===== config.mk =====
export PLATFORM = sky130hd
export DESIGN_NAME = adc_conversion_control
export DESIGN_NICKNAME = d
export VERILOG_FILES = /design/src/core/adc_ctrl_pkg.sv /design/src/core/adc_conversion_control.sv
export SDC_FILE = /design/constraint.sdc
export NUM_CORES = 1
export LEC_CHECK = 0
export ABC_AREA = 1
export BUFFER_PORTS_ARGS = -buffer_cell sky130_fd_sc_hd__buf_4
export CAP_MARGIN = 20
export CORE_ASPECT_RATIO = 0.5
export CORE_UTILIZATION = 43
export DETAILED_ROUTE_END_ITERATION = 10
export PLACE_DENSITY = 0.79
export SYNTH_ARGS = -nofsm -noshare
export SYNTH_HDL_FRONTEND = slang
export SYNTH_SLANG_ARGS = --single-unit

===== constraint.sdc =====
create_clock -name clk -period 3.2 [get_ports clk]
set_input_delay 0.32 -clock clk [delete_from_list [all_inputs] [get_ports clk]]
set_output_delay 0.32 -clock clk [all_outputs]
set_load 0.02 [all_outputs]

===== src/core/adc_ctrl_pkg.sv =====
package adc_ctrl_pkg;

  // register byte offsets on the bus (control pair, result pair, irq pair, pin select)
  localparam logic [7:0] CTRL_FIRST_OFS  = 8'h00;
  localparam logic [7:0] CTRL_SECOND_OFS = 8'h04;
  localparam logic [7:0] RESULT_HIGH_OFS = 8'h08;
  localparam logic [7:0] RESULT_LOW_OFS  = 8'h0C;
  localparam logic [7:0] IRQ_STATUS_OFS  = 8'h10;
  localparam logic [7:0] IRQ_MASK_OFS    = 8'h14;
  localparam logic [7:0] PIN_SELECT_OFS  = 8'h18;

  // converter_control_first field positions
  localparam int START_BIT  = 7;
  localparam int BUSY_BIT   = 6;
  localparam int POWER_BIT  = 5;
  localparam int ALIGN_BIT  = 4;
  localparam int CHAN_LSB   = 0;
  // converter_control_second field positions
  localparam int SRC_LSB    = 4;
  localparam int DIV_LSB    = 0;

  // reset values
  localparam logic [7:0] CTRL_FIRST_RST  = 8'h00;
  localparam logic [7:0] CTRL_SECOND_RST = 8'h00;
  localparam logic [8:0] PIN_SELECT_RST  = 9'h000;

  // timing: 4 sampling periods then 12 converting periods
  localparam int SAMPLE_PERIODS  = 4;
  localparam int CONVERT_PERIODS = 12;
  localparam int TOTAL_PERIODS   = SAMPLE_PERIODS + CONVERT_PERIODS;

  // axi response codes
  localparam logic [1:0] RESP_OKAY   = 2'h0;
  localparam logic [1:0] RESP_SLVERR = 2'h2;

  // analog route chosen for the converter input
  typedef enum logic [2:0] {
    ROUTE_PIN,
    ROUTE_FLOAT,
    ROUTE_SUPPLY,
    ROUTE_REFERENCE,
    ROUTE_GROUND
  } route_t;

  typedef enum logic [1:0] {
    CONV_IDLE,
    CONV_SAMPLE,
    CONV_CONVERT
  } conv_state_t;

  // analog mux control carried together
  typedef struct packed {
    route_t     route;
    logic [8:0] pin_enable;  // one-hot external channel switch, zero when internal
    logic [1:0] scale;       // 0 full, 1 half, 2 quarter
  } mux_ctrl_t;

endpackage


===== src/core/adc_conversion_control.sv =====
// Added by the designer: the AXI4-Lite register port and the placing of the registers.
`timescale 1ns/1ps
// Contract
// - source 0000, 0100, 11xx selects external pin
// - channel codes map pins; others float
// - internal supply or reference with scaling
// - source 10xx connects ground
// - internal source opens every external switch
// - start low-high-low pulse launches conversion
// - busy flag high during conversion
// - completion sets flag; interrupt when enabled
// - three-bit divider, one to 128
// - runs only powered; software waits settling
// - 4 sample plus 12 convert periods
// - conversion never stalls the processor
// - analog pin drops pull-up and function
// - alignment bit selects result layout
// - power off keeps result registers
module adc_conversion_control
  import adc_ctrl_pkg::*;
#(
  parameter int DATA_BITS = 12,
  parameter int PIN_COUNT = 9
)(
  // clock and reset
  input  wire logic                 clk,
  input  wire logic                 rstn,
  // axi4-lite write address, data and response
  input  wire logic [7:0]           s_axi_awaddr,
  input  wire logic                 s_axi_awvalid,
  output logic                      s_axi_awready,
  input  wire logic [31:0]          s_axi_wdata,
  input  wire logic [3:0]           s_axi_wstrb,
  input  wire logic                 s_axi_wvalid,
  output logic                      s_axi_wready,
  output logic [1:0]                s_axi_bresp,
  output logic                      s_axi_bvalid,
  input  wire logic                 s_axi_bready,
  // axi4-lite read
  input  wire logic [7:0]           s_axi_araddr,
  input  wire logic                 s_axi_arvalid,
  output logic                      s_axi_arready,
  output logic [31:0]               s_axi_rdata,
  output logic [1:0]                s_axi_rresp,
  output logic                      s_axi_rvalid,
  input  wire logic                 s_axi_rready,
  // analog core
  output logic                      converter_power_enable,
  output logic                      sample_hold,
  output logic                      conv_clock_enable,
  input  wire logic [DATA_BITS-1:0] conv_result,
  output mux_ctrl_t                 mux_ctrl,
  // pin function override
  output logic [PIN_COUNT-1:0]      pin_analog_mode,
  output logic [PIN_COUNT-1:0]      pin_pullup_kill,
  // interrupt
  output logic                      irq
);

  if (DATA_BITS != 12 || PIN_COUNT != 9)
  begin : g_bad_params
    $error("adc_conversion_control supports 12 data bits and 9 pins only");
  end
  // decode the source and channel fields into an analog route
  function automatic mux_ctrl_t decode_mux(input logic [3:0] src, input logic [3:0] ch);
    mux_ctrl_t m;
    m.route      = ROUTE_PIN;
    m.pin_enable = 9'h000;
    m.scale      = 2'h0;
    if (src == 4'h0 || src == 4'h4 || src[3:2] == 2'b11)
    begin
      if (ch <= 4'h8 && ch != 4'h2)
        m.pin_enable = 9'(9'h001 << ch);
      else
        m.route = ROUTE_FLOAT;
    end
    else if (src[3:2] == 2'b10)
      m.route = ROUTE_GROUND;
    else
    begin
      // internal source: pin_enable stays zero
      m.route = src[2] ? ROUTE_REFERENCE : ROUTE_SUPPLY;
      m.scale = 2'(src[1:0] - 2'h1);
    end
    return m;
  endfunction
  logic [7:0]       ctrl_first_reg, ctrl_first_next;
  logic [7:0]       ctrl_second_reg, ctrl_second_next;
  logic [8:0]       pin_select_reg, pin_select_next;
  logic [11:0]      data_reg, data_next;
  logic             irq_status_reg, irq_status_next;
  logic             irq_mask_reg, irq_mask_next;
  logic             start_armed_reg, start_armed_next;
  logic             aw_held_reg, aw_held_next;
  logic             w_held_reg, w_held_next;
  logic [7:0]       awaddr_reg, awaddr_next;
  logic [31:0]      wdata_reg, wdata_next;
  logic             bvalid_reg, bvalid_next;
  logic [1:0]       bresp_reg, bresp_next;
  logic             rvalid_reg, rvalid_next;
  logic [31:0]      rdata_reg, rdata_next;
  logic [1:0]       rresp_reg, rresp_next;
  conv_state_t      state_reg, state_next;
  logic [3:0]       period_reg, period_next;
  logic [6:0]       div_cnt_reg, div_cnt_next;
  logic             tick, launch, done;
  logic [7:0]       result_high, result_low;
  // conversion clock enable: one pulse every 2^code system cycles
  always_comb
  begin
    logic [6:0] limit;
    limit        = 7'((8'h01 << ctrl_second_reg[DIV_LSB +: 3]) - 8'h01);
    tick         = (div_cnt_reg == limit);
    div_cnt_next = (tick || state_reg == CONV_IDLE) ? 7'h00 : 7'(div_cnt_reg + 7'h01);
  end
  // sample and convert sequencer, runs alongside the cpu
  always_comb
  begin
    state_next  = state_reg;
    period_next = period_reg;
    done        = 1'b0;
    case (state_reg)
      CONV_IDLE:
        if (launch)
        begin
          state_next  = CONV_SAMPLE;
          period_next = 4'h0;
        end
      CONV_SAMPLE, CONV_CONVERT:
        if (tick)
        begin
          period_next = 4'(period_reg + 4'h1);
          if (period_reg == 4'(SAMPLE_PERIODS - 1))
            state_next = CONV_CONVERT;
          if (period_reg == 4'(TOTAL_PERIODS - 1))
          begin
            state_next = CONV_IDLE;
            done       = ctrl_first_reg[POWER_BIT]; // no capture once powered off
          end
        end
      default:
        state_next = CONV_IDLE;
    endcase
    if (!ctrl_first_reg[POWER_BIT])
      state_next = CONV_IDLE;
  end
  // start pulse detect: arm on high, launch on the following low
  always_comb
  begin
    start_armed_next = ctrl_first_next[START_BIT];
    launch           = start_armed_reg && !start_armed_next && ctrl_first_reg[POWER_BIT];
  end
  // result capture on the completing cycle; power-off keeps it
  assign data_next = done ? conv_result : data_reg;
  // result layout per alignment bit
  assign result_high = ctrl_first_reg[ALIGN_BIT] ? {4'h0, data_reg[11:8]} : data_reg[11:4];
  assign result_low  = ctrl_first_reg[ALIGN_BIT] ? data_reg[7:0] : {4'h0, data_reg[3:0]};
  // axi write channel; address and data may arrive in either order
  always_comb
  begin
    logic wr_fire;
    wr_fire          = aw_held_reg && w_held_reg && !bvalid_reg;
    aw_held_next     = aw_held_reg;
    w_held_next      = w_held_reg;
    awaddr_next      = awaddr_reg;
    wdata_next       = wdata_reg;
    bvalid_next      = bvalid_reg;
    bresp_next       = bresp_reg;
    ctrl_first_next  = ctrl_first_reg;
    ctrl_second_next = ctrl_second_reg;
    pin_select_next  = pin_select_reg;
    irq_mask_next    = irq_mask_reg;
    irq_status_next  = irq_status_reg;
    if (s_axi_awvalid && s_axi_awready)
    begin
      aw_held_next = 1'b1;
      awaddr_next  = s_axi_awaddr;
    end
    if (s_axi_wvalid && s_axi_wready)
    begin
      w_held_next = 1'b1;
      // only byte lane 0 and 1 carry register bits; lane 1 zeroed when its strobe is low, lane 0 strobe ignored
      wdata_next  = {16'h0000, s_axi_wstrb[1] ? s_axi_wdata[15:8] : 8'h00,
                     s_axi_wdata[7:0]};
    end
    if (bvalid_reg && s_axi_bready)
      bvalid_next = 1'b0;
    if (wr_fire)
    begin
      aw_held_next = 1'b0;
      w_held_next  = 1'b0;
      bvalid_next  = 1'b1;
      bresp_next   = RESP_OKAY;
      case (awaddr_reg)
        CTRL_FIRST_OFS:  ctrl_first_next  = {wdata_reg[7], ctrl_first_reg[BUSY_BIT],
                                             wdata_reg[5:0]};
        CTRL_SECOND_OFS: ctrl_second_next = {wdata_reg[7:4], 1'b0, wdata_reg[2:0]};
        IRQ_STATUS_OFS:  irq_status_next  = irq_status_reg & ~wdata_reg[0];
        IRQ_MASK_OFS:    irq_mask_next    = wdata_reg[0];
        PIN_SELECT_OFS:  pin_select_next  = wdata_reg[8:0];
        RESULT_HIGH_OFS, RESULT_LOW_OFS: ;
        default:         bresp_next = RESP_SLVERR;
      endcase
    end
    // busy flag follows the sequencer
    ctrl_first_next[BUSY_BIT] = (state_next != CONV_IDLE);
    // completion set wins over a same-cycle clear
    if (done)
      irq_status_next = 1'b1;
  end
  // axi read channel
  always_comb
  begin
    rvalid_next = rvalid_reg;
    rdata_next  = rdata_reg;
    rresp_next  = rresp_reg;
    if (rvalid_reg && s_axi_rready)
      rvalid_next = 1'b0;
    if (s_axi_arvalid && s_axi_arready)
    begin
      rvalid_next = 1'b1;
      rresp_next  = RESP_OKAY;
      case (s_axi_araddr)
        CTRL_FIRST_OFS:  rdata_next = {24'h000000, ctrl_first_reg};
        CTRL_SECOND_OFS: rdata_next = {24'h000000, ctrl_second_reg};
        RESULT_HIGH_OFS: rdata_next = {24'h000000, result_high};
        RESULT_LOW_OFS:  rdata_next = {24'h000000, result_low};
        IRQ_STATUS_OFS:  rdata_next = {31'h00000000, irq_status_reg};
        IRQ_MASK_OFS:    rdata_next = {31'h00000000, irq_mask_reg};
        PIN_SELECT_OFS:  rdata_next = {23'h000000, pin_select_reg};
        default:
        begin
          rdata_next = 32'h00000000;
          rresp_next = RESP_SLVERR;
        end
      endcase
    end
  end
  // register every group of state
  always_ff @(posedge clk or negedge rstn)
  begin
    if (!rstn)
    begin
      ctrl_first_reg  <= CTRL_FIRST_RST;
      ctrl_second_reg <= CTRL_SECOND_RST;
      pin_select_reg  <= PIN_SELECT_RST;
      data_reg        <= 12'h000;
      irq_status_reg  <= 1'b0;
      irq_mask_reg    <= 1'b0;
      start_armed_reg <= 1'b0;
      aw_held_reg     <= 1'b0;
      w_held_reg      <= 1'b0;
      awaddr_reg      <= 8'h00;
      wdata_reg       <= 32'h00000000;
      bvalid_reg      <= 1'b0;
      bresp_reg       <= RESP_OKAY;
      rvalid_reg      <= 1'b0;
      rdata_reg       <= 32'h00000000;
      rresp_reg       <= RESP_OKAY;
      state_reg       <= CONV_IDLE;
      period_reg      <= 4'h0;
      div_cnt_reg     <= 7'h00;
    end
    else
    begin
      ctrl_first_reg  <= ctrl_first_next;
      ctrl_second_reg <= ctrl_second_next;
      pin_select_reg  <= pin_select_next;
      data_reg        <= data_next;
      irq_status_reg  <= irq_status_next;
      irq_mask_reg    <= irq_mask_next;
      start_armed_reg <= start_armed_next;
      aw_held_reg     <= aw_held_next;
      w_held_reg      <= w_held_next;
      awaddr_reg      <= awaddr_next;
      wdata_reg       <= wdata_next;
      bvalid_reg      <= bvalid_next;
      bresp_reg       <= bresp_next;
      rvalid_reg      <= rvalid_next;
      rdata_reg       <= rdata_next;
      rresp_reg       <= rresp_next;
      state_reg       <= state_next;
      period_reg      <= period_next;
      div_cnt_reg     <= div_cnt_next;
    end
  end
  // handshake outputs; one held beat per channel keeps a single write in flight
  assign s_axi_awready = !aw_held_reg && !bvalid_reg;
  assign s_axi_wready  = !w_held_reg && !bvalid_reg;
  assign s_axi_arready = !rvalid_reg;
  assign s_axi_bvalid  = bvalid_reg;
  assign s_axi_bresp   = bresp_reg;
  assign s_axi_rvalid  = rvalid_reg;
  assign s_axi_rdata   = rdata_reg;
  assign s_axi_rresp   = rresp_reg;
  // analog side
  assign converter_power_enable = ctrl_first_reg[POWER_BIT];
  assign sample_hold            = (state_reg == CONV_SAMPLE);
  assign conv_clock_enable      = tick && (state_reg != CONV_IDLE);
  assign mux_ctrl = decode_mux(ctrl_second_reg[SRC_LSB +: 4], ctrl_first_reg[CHAN_LSB +: 4]);
  // analog pins lose their pull-up and digital function
  assign pin_analog_mode = pin_select_reg;
  assign pin_pullup_kill = pin_select_reg;
  assign irq             = irq_status_reg && irq_mask_reg;
  a_busy_result: assert property (@(posedge clk) disable iff (!rstn)
    $fell(ctrl_first_reg[BUSY_BIT]) && ctrl_first_reg[POWER_BIT] |->
      data_reg == $past(conv_result) && irq_status_reg)
    else $error("busy cleared without result and flag");
  a_launch_busy: assert property (@(posedge clk) disable iff (!rstn)
    launch |=> ctrl_first_reg[BUSY_BIT])
    else $error("launch did not raise busy");
  a_ground_route: assert property (@(posedge clk) disable iff (!rstn)
    ctrl_second_reg[7:6] == 2'b10 |-> mux_ctrl.route == ROUTE_GROUND)
    else $error("10xx source not grounded");
  a_internal_open: assert property (@(posedge clk) disable iff (!rstn)
    mux_ctrl.route inside {ROUTE_SUPPLY, ROUTE_REFERENCE, ROUTE_GROUND}
      |-> mux_ctrl.pin_enable == 9'h000)
    else $error("external switch closed on internal source");
  a_irq_gate: assert property (@(posedge clk) disable iff (!rstn)
    done && irq_mask_next |=> irq)
    else $error("enabled completion raised no irq");
  a_power_keep: assert property (@(posedge clk) disable iff (!rstn)
    !ctrl_first_reg[POWER_BIT] |=> $stable(data_reg))
    else $error("result changed while powered off");
  a_sample_len: assert property (@(posedge clk) disable iff (!rstn)
    $rose(sample_hold) && ctrl_second_reg[2:0] == 3'h0 && ctrl_first_reg[POWER_BIT]
      |-> sample_hold [*4] ##1 !sample_hold)
    else $error("sampling not four periods");
  a_no_idle_launch: assert property (@(posedge clk) disable iff (!rstn)
    $rose(ctrl_first_reg[BUSY_BIT]) |-> $past(ctrl_first_reg[START_BIT])
      && !ctrl_first_reg[START_BIT])
    else $error("conversion began without full start pulse");
  c_done: cover property (@(posedge clk) disable iff (!rstn) done);
  c_irq: cover property (@(posedge clk) disable iff (!rstn) $rose(irq));
  c_slow: cover property (@(posedge clk) disable iff (!rstn)
    done && ctrl_second_reg[2:0] == 3'h7);
endmodule // adc_conversion_control


# ---- Word level (Yosys, flattened, before mapping)
# Cells that the tools add are included.
dict set report word_totals {
  latchBits 0
  rom_bits 0
  reg_bits 109
  mem_bits_rw 0
  mem_count 0
  input_bits 71
}
dict set report classes {
  div 0
  magnitude_cmp 1
  bitwise_logic 2
  n_eq_ne 23
  mul 0
  reduce_logical 44
  shift 2
  mux 40
  n_addsub 4
}
# operator count
set ops {}
lappend ops {{$pmux 9 s7} 1}
lappend ops {{$eq 8x5->1 const B} 6}
lappend ops {{$eq 8x4->1 const B} 4}
lappend ops {{$mux 8} 4}
lappend ops {{$mux 2} 9}
lappend ops {{$mux 9} 2}
lappend ops {{$reduce_bool 2->1} 9}
lappend ops {{$mux 1} 17}
lappend ops {{$eq 8x3->1 const B} 2}
lappend ops {{$logic_not 8->1} 2}
lappend ops {{$logic_and 1x1->1} 14}
lappend ops {{$reduce_or 7->1} 2}
lappend ops {{$reduce_and 2->1} 5}
lappend ops {{$shl 1x4->9 const A} 1}
lappend ops {{$mux 4} 2}
lappend ops {{$pmux 4 s2} 1}
lappend ops {{$add 7x1->7 const B} 1}
lappend ops {{$eq 7x7->1} 1}
lappend ops {{$mux 7} 1}
lappend ops {{$shl 1x3->7 const A} 1}
lappend ops {{$sub 7x1->7 const B} 1}
lappend ops {{$eq 2x2->1 const B} 3}
lappend ops {{$mux 3} 2}
lappend ops {{$logic_not 1->1} 5}
lappend ops {{17 further kinds} 20}

# ---- Longest topological paths before layout
# Gate-level depths: netlist of the first run.
dict set report logic_depth {
  word_depth 10
  ltp_mapped 12
  depth_no_buf 11
}

# ---- Least setup slack after synthesis of the first run
# Ideal clock, no wire load.
dict set report synth_path {
  path_kind {register to output}
  startpoint {reg ctrl_second_reg[4]}
  endpoint {out mux_ctrl[11] in the netlist's numbering}
  path_slack_ps 1261
  arrival_time_ps 1619
  stages_incl_launch_ff 6
  path_buffers 0
  path_cell_list {dfrtp_1 -> inv_1 -> ha_1 -> nor2_1 -> nor2_1 -> o21ai_0}
}
# element line
set synth_rtl {}
lappend synth_rtl {{start, declared} adc_conversion_control.sv:88} ;# logic [7:0] ctrl_second_reg, ctrl_second_next;
lappend synth_rtl {{start signal, assigned} adc_conversion_control.sv:267} ;# ctrl_second_reg <= ctrl_second_next;
lappend synth_rtl {{end, declared} adc_conversion_control.sv:52} ;# output mux_ctrl_t mux_ctrl,

# ---- Worst setup path after layout of the first run
dict set report layout_path {
  startpoint {reg ctrl_second_reg[2]}
  endpoint {out conv_clock_enable}
}
dict set report layout_via {
  elab_chain_cells 4
}
# element line
set layout_rtl {}
lappend layout_rtl {{$shl 1x3->7} adc_conversion_control.sv:112} ;# limit = 7'((8'h01 << ctrl_second_reg[DIV_LSB +: 3]) - 8'h01);
lappend layout_rtl {{$sub 7x1->7} adc_conversion_control.sv:112}
lappend layout_rtl {{$eq 7x7->1} adc_conversion_control.sv:113} ;# tick = (div_cnt_reg == limit);
lappend layout_rtl {{$logic_and 1x1->1} adc_conversion_control.sv:299} ;# assign conv_clock_enable = tick && (state_reg != CONV_IDLE);
lappend layout_rtl {{end, declared} adc_conversion_control.sv:50} ;# output logic conv_clock_enable,
# Every way passes these cells.

==> results.cfg, run 1 <==
[outcome]
status = completed

[logic_synthesis]
synth_compound_area_share_pct = 9.09
async_flop_share_pct = 100
synth.distinct_cells = 35
synth_top_family_by_area = simple AND/OR/NAND/NOR gates
netlist_area_um2 = 4460
synth.yosys.seq_area_share_pct = 46.6
yosys_warnings = 0
yosys.area_share.simple_pct = 27.3
ys_seq_elements = 83
syn_avg_cell_area_um2 = 7.77
ys.flop_type = dfrtp_1
synth_fa_ha_area_share_pct = 1.68
synthCells = 574
synth_edf_count = 0
synth-xor-area-share_pct = 1.18
synthMuxAreaShare_pct = 0.757

[floorplanning]
fp.dieH_um = 74.0
num_rows = 25
start_util_pct = 45.7
ioPinCount = 148
fp.dieW_um = 146
die_area_um2 = 10800
fp.coreArea_um2 = 9760

[global_route]
antenna_found_initial = 0
track_usage_pct = 20.8
grt_max_degree = 84
overflow = 0
grt_pass1_vias = 3601
grt_pass1_wl_um = 17300

[pwr]
p_leak_uw = 0.00282
p_per_area_nw_per_um2 = 607
peakVddDrop_mv = 0.502
fin_total_pwr_uw = 3340

[worst_setup_path]
rr_startpoint = s_axi_bvalid
crit_path_end = conv_clock_enable
worstSetupStartpointType = register
r2r-end = pin_analog_mode[8]
worst-setup-path-type = reg -> out
r2r_slack_ns = 1.12
reg2reg_depth = 5
end_kind = primary output
crit_fanout = 10
crit_arrival_ns = 1.83
worstPathRequired_ns = 2.88
crit_start = ctrl_second_reg[2]

[timing]
relSlewSlack_pct = 54.8
tightest_slew_ns = 0.676
finalSetupTns_ns = 0
fin_crit_sh_pct = 67.3
finalCriticalPeriod_ns = 2.15
slew_viol_final = 0
skew_ns = 0.00613
hold_violations = 0
rsz0062_at_grt = false
finalSetupViolations = 0
clock.fmax_ghz = 0.465

[place]
dp_hpwl_um = 8020
io_buffers = 95
finalWeightedCongestion = 0.870
placed_cell_area_um2 = 5090
dp.cells = 781

[cts]
cts.path.max_buffers = 2
post_cts_buffers = 0
root_buffer = clkbuf_16
htreeDepth = 3
insertion_delay_ns = 0.34
cts-buffers-inserted = 9
clk_pin_slew_ns = 0.06
cts_num_sinks = 83
tritoncts = built

[cells_and_area]
area_delta_synth_final_pct = 23.2
finalNetCount = 736
final_area_um2 = 5500
antenna-diode-count = 0
layout.cells.non_filler = 799
ff_latch_area_um2 = 2080
fin_util_pct = 56.3
largest_reg_flops = 12
multi_input_area_um2 = 1880
nFillCells = 880
drive_gt1_share_pct = 19.3

[drt]
num_vias = 3961
ant_nets = 0
drt-initial-drc-count = 266
post_drt_wl_per_cell_um = 13.8
viasPerCell = 4.96
finalWirelength_um = 11000
drt_pre_antenna_iters = 5
drc = 0

[job]
cap_violations = 0

[min_path]
worstHoldPathType = in -> reg
-- worst min path at each step --
stage / start / endpoint / cells after the start
2_1_floorplan: rstn / aw_held_reg / 0
3_5_place_dp: s_axi_rdata[4] / s_axi_rdata[4] / 2
4_1_cts: s_axi_bready / s_axi_bvalid / 2
3_3_place_gp: data_reg[0] / data_reg[0] / 2
6_report: s_axi_bready / s_axi_bvalid / 2
5_1_grt: s_axi_bready / s_axi_bvalid / 2
-- cells by family after synthesis --
kind of cell | count (synthesis)
AO/OA/AOI/OAI | 76
XOR/XNOR | 6
adder cells (fa/ha/maj) | 6
buffers and inverters | 115
flip-flops | 83
multiplexers | 3
other | 1
AND/OR/NAND/NOR | 284
-- through the flow --
step / setup WS (ns) / hold WS (ns)
CTS: 1.05 / 0.151
finish: 1.05 / 0.156
global route: 0.916 / 0.166
floorplan: 1.26 / 0.0244
global placement: 1.19 / 0.458
detailed placement: 1.16 / 0.474
-- synthesized netlist by cell type, types with 2 or more instances --
cell type / number / area, µm²
a21oi_1: 22 / 110
a31oi_1: 5 / 31.3
buf_4: 35 / 263
buf_6: 4 / 45.0
clkbuf_1: 8 / 30.0
dfrtp_1: 83 / 2080
ha_1: 6 / 75.1
inv_1: 65 / 244
inv_2: 2 / 7.51
mux2_2: 3 / 33.8
nand2_1: 144 / 541
nand3_1: 45 / 225
nand4_1: 7 / 43.8
nor2_1: 68 / 255
nor2_4: 3 / 33.8
nor3_1: 5 / 25.0
nor3b_1: 2 / 15.0
o21ai_0: 41 / 205
o22ai_1: 4 / 25.0
or2_2: 3 / 18.8
xnor2_1: 2 / 17.5
xor2_1: 4 / 35.0
-- placed cells by master (no fill, tap or decap), types with 2 or more instances in the layout --
cell,n
nor3b_1,2
xor2_1,4
nand3_1,45
nand2_1,144
or2_2,3
nor2_1,68
nand4_1,7
xnor2_1,2
a31oi_1,5
nor2_4,3
inv_1,65
clkbuf_16,9
o21ai_0,41
o22ai_1,4
dfrtp_1,83
nor3_1,5
conb_1,26
inv_2,2
bufinv_16,4
a21oi_1,22
ha_1,6
buf_4,95
mux2_2,3
-- final cells by class --
type	instances	area share [%]
Sequential cell	83	37.8
Multi-Input combinational cell	401	34.3
Clock inverter	6	2.48
Tap cell	135	3.07
Inverter	67	4.57
Clock buffer	10	4.16
Timing Repair Buffer	97	13.7
-- power by group --
group          internal, µW  total (µW)  switching, µW
sequential             1220        1320            107
combinational           265         748            483
clock                   844        1270            425
total                  2320        3340           1010
-- timing repair --
action | in CTS | in global routing
hold endpoints to repair | 0 | 8
gates resized for setup | 0 | 0
hold buffers | 0 | 1
-- routing by layer --
layer / track usage (%) / up-vias / part of all wire (%)
met4: 6.25 / 0 / 1.0
met2: 33.5 / 184 / 45
met3: 5.77 / 12 / 8.2
met1: 27.8 / 1832 / 46
li1: - / 1933 / -
met5: 0 / - / 0
-- critical path, stage by stage, from the launching register on --
cell and delay [ns]:
dfrtp_1 0.58, nand3_1 0.14, nand2_1 0.11, nand3_1 0.10, nor2_2 0.18, nand2_1 0.13
nor2_1 0.10, buf_4 0.14
Note: power is estimated with default switching activity, not from simulation.
==> run 2: changes to the inputs <==
--- a/config.mk
+++ b/config.mk
@@ -11,7 +11,7 @@
 export CORE_ASPECT_RATIO = 0.5
 export CORE_UTILIZATION = 43
 export DETAILED_ROUTE_END_ITERATION = 10
-export PLACE_DENSITY = 0.79
+export PLACE_DENSITY = 0.81
 export SYNTH_ARGS = -nofsm -noshare
 export SYNTH_HDL_FRONTEND = slang
 export SYNTH_SLANG_ARGS = --single-unit
==> constraint.sdc (replaced) <==
create_clock -name clk -period 1.95 [get_ports clk]
set_input_delay 0.195 -clock clk [delete_from_list [all_inputs] [get_ports clk]]
set_output_delay 0.195 -clock clk [all_outputs]
set_load 0.02 [all_outputs]
==> run 2 against run 1 <==
Net effect: sequential cell count unchanged; first-iteration DRC count up 11%; clock power up 50%; combinational power up 76%; setup slack worse by 0.99 ns; non-clock buffer count up 25; sequential share of layout area down 1.3 points; routed wire length up 1.6%; clock-buffer cell count up 1; highest routed layer unchanged.
==> results.cfg, run 2 (synthesis results as in run 1) <==
[cells_and_area]
nFillCells = 870
final_area_um2 = 5710
antenna-diode-count = 0
largest_reg_flops = 12
drive_gt1_share_pct = 24.1
area_delta_synth_final_pct = 27.9
fin_util_pct = 58.5
finalNetCount = 762
layout_common_cells = nand2_1, buf_4, dfrtp_1
layout.cells.non_filler = 825
mostFrequentLayoutCell = nand2_1

[place]
dp_hpwl_um = 8290
dp.cells = 794
finalWeightedCongestion = 0.911
placed_cell_area_um2 = 5190
io_buffers = 95
dp_slack_ns = 0.0596

[drt]
finalWirelength_um = 11200
drt-initial-drc-count = 295
drc = 0
ant_nets = 0
num_vias = 4112
viasPerCell = 4.98
post_drt_wl_per_cell_um = 13.6
drt_pre_antenna_iters = 5

[cts]
insertion_delay_ns = 0.35
cts.path.max_buffers = 2
root_buffer = clkbuf_16
htreeDepth = 3
tritoncts = built
cts-buffers-inserted = 9
clk_pin_slew_ns = 0.06
cts_num_sinks = 83

[floorplanning]
start_util_pct = 45.7
num_rows = 25
die_area_um2 = 10800
fp.dieW_um = 146
fp.coreArea_um2 = 9760
fp.dieH_um = 74.0
ioPinCount = 148

[worst_setup_path]
cp_cell_sequence = buf_6, nor2_4, nand2_1, nand2_1, nand3_2, nor2_4, nand2_4, nor2_4, buf_6
crit_path_frequent_cell = nor2_4
r2r-end = data_reg[7]
worst-setup-path-type = reg -> out
slowest_stage = dfrtp_2
critPathTopFamily = simple AND/OR/NAND/NOR gates
cp_slowest_stage_delay_ns = 0.41
end_kind = primary output
worstSetupStartpointType = register
crit_arrival_ns = 1.70
cp.buffers_inverters = 2
reg2reg_depth = 14
worstPathRequired_ns = 1.75
r2r_slack_ns = 0.07
rr_startpoint = ctrl_second_reg[2]
crit_fanout = 5

[timing]
fin_crit_sh_pct = 97.2
slew_viol_final = 0
finalSetupViolations = 0
setup_ws_ns = 0.0549
finalSetupTns_ns = 0
skew_ns = 0.00751
relSlewSlack_pct = 60.9
clock.fmax_ghz = 0.528
tightest_slew_ns = 0.585
rsz0062_at_grt = true
hold_violations = 0
finalCriticalPeriod_ns = 1.90

[pwr]
netSwitchingFraction_pct = 31.7
p_per_area_nw_per_um2 = 943
p_int_uw = 3670
p_leak_uw = 0.00295
combPwrFrac_pct = 24.5
pwr-share-clk_pct = 35.3
p_seq_share_pct = 40.2
switchingPower_uw = 1710
peakVddDrop_mv = 0.899

[min_path]
worstHoldPathCells = 2
min_from = s_axi_bready
min_to = s_axi_bvalid
worstHoldPathType = in -> reg

[job]
cap_violations = 0

[global_route]
grt_pass1_vias = 3629
track_usage_pct = 20.9
grt_max_degree = 47
antenna_found_initial = 0
grt_pass1_wl_um = 17300
overflow = 0

[outcome]
status = completed
==> run 2: area by class of cell <==
type                       count  area (µm²)  area share (%)
clock buffer                  11         253            4.43
clock inverter                 5        85.1            1.49
inverter                      67         251            4.41
multi-input combinational    402        1930            33.8
sequential                    83        2080            36.4
tap                          135         169            2.96
timing repair buffer         122         942            16.5
==> run 2: worst max path at each step <==
stage	from	depth (start not counted)	slack (ns)	end
after global routing	ctrl_second_reg[2]	12	-0.06	period_reg[3]
after global placement	ctrl_second_reg[2]	9	0.15	data_reg[11]
after detailed placement	ctrl_second_reg[2]	8	0.06	data_reg[3]
final	ctrl_second_reg[2]	9	0.05	conv_clock_enable
after CTS	ctrl_second_reg[2]	10	0.004	conv_clock_enable
after floorplan	ctrl_second_reg[4]	5	0.14	mux_ctrl[11]
==> run 2: worst register-to-register path: stages (launching register included) <==
cell and delay, ns:
dfrtp_2 0.41, buf_6 0.14, nand2_1 0.05, nand2_1 0.05, nand2_1 0.05, nand3_1 0.08
nor2_2 0.13, buf_4 0.12, buf_4 0.09, nand3b_2 0.11, nor2_4 0.16, buf_12 0.14
buf_4 0.12, nand3_1 0.08, nand2_1 0.08
==> run 2: per-layer routing <==
layer,GRT usage (%),wire [µm]
met5,0,0
met4,7.99,275
met3,5.83,912
met2,33.1,4890
met1,27.8,5100
==> run 2: timing repair <==
item	CTS	global route
hold buffers	1	0
pin swaps	2	11
hold endpoints to repair	43	0
gates resized for setup	4	14
gates cloned	0	1
buffers inserted	5	8
endpoints found under the setup margin	1	22
==> run 2: power groups by stage <==
stage	combinational (µW)	sequential [µW]	clock, µW
4_1_cts	1280	2160	1920
5_1_grt	1450	2190	1990
6_report	1320	2160	1900
3_3_place_gp	1220	2180	0
3_5_place_dp	1260	2190	0
2_1_floorplan	743	2230	0
==> run 2: stage by stage <==
step	hold slack, ns	power [µW]
after floorplan	-0.101	2970
after global placement	0.221	3400
after detailed placement	0.229	3450
after CTS	0.0107	5360
after global routing	0.0125	5640
final	0.0166	5380
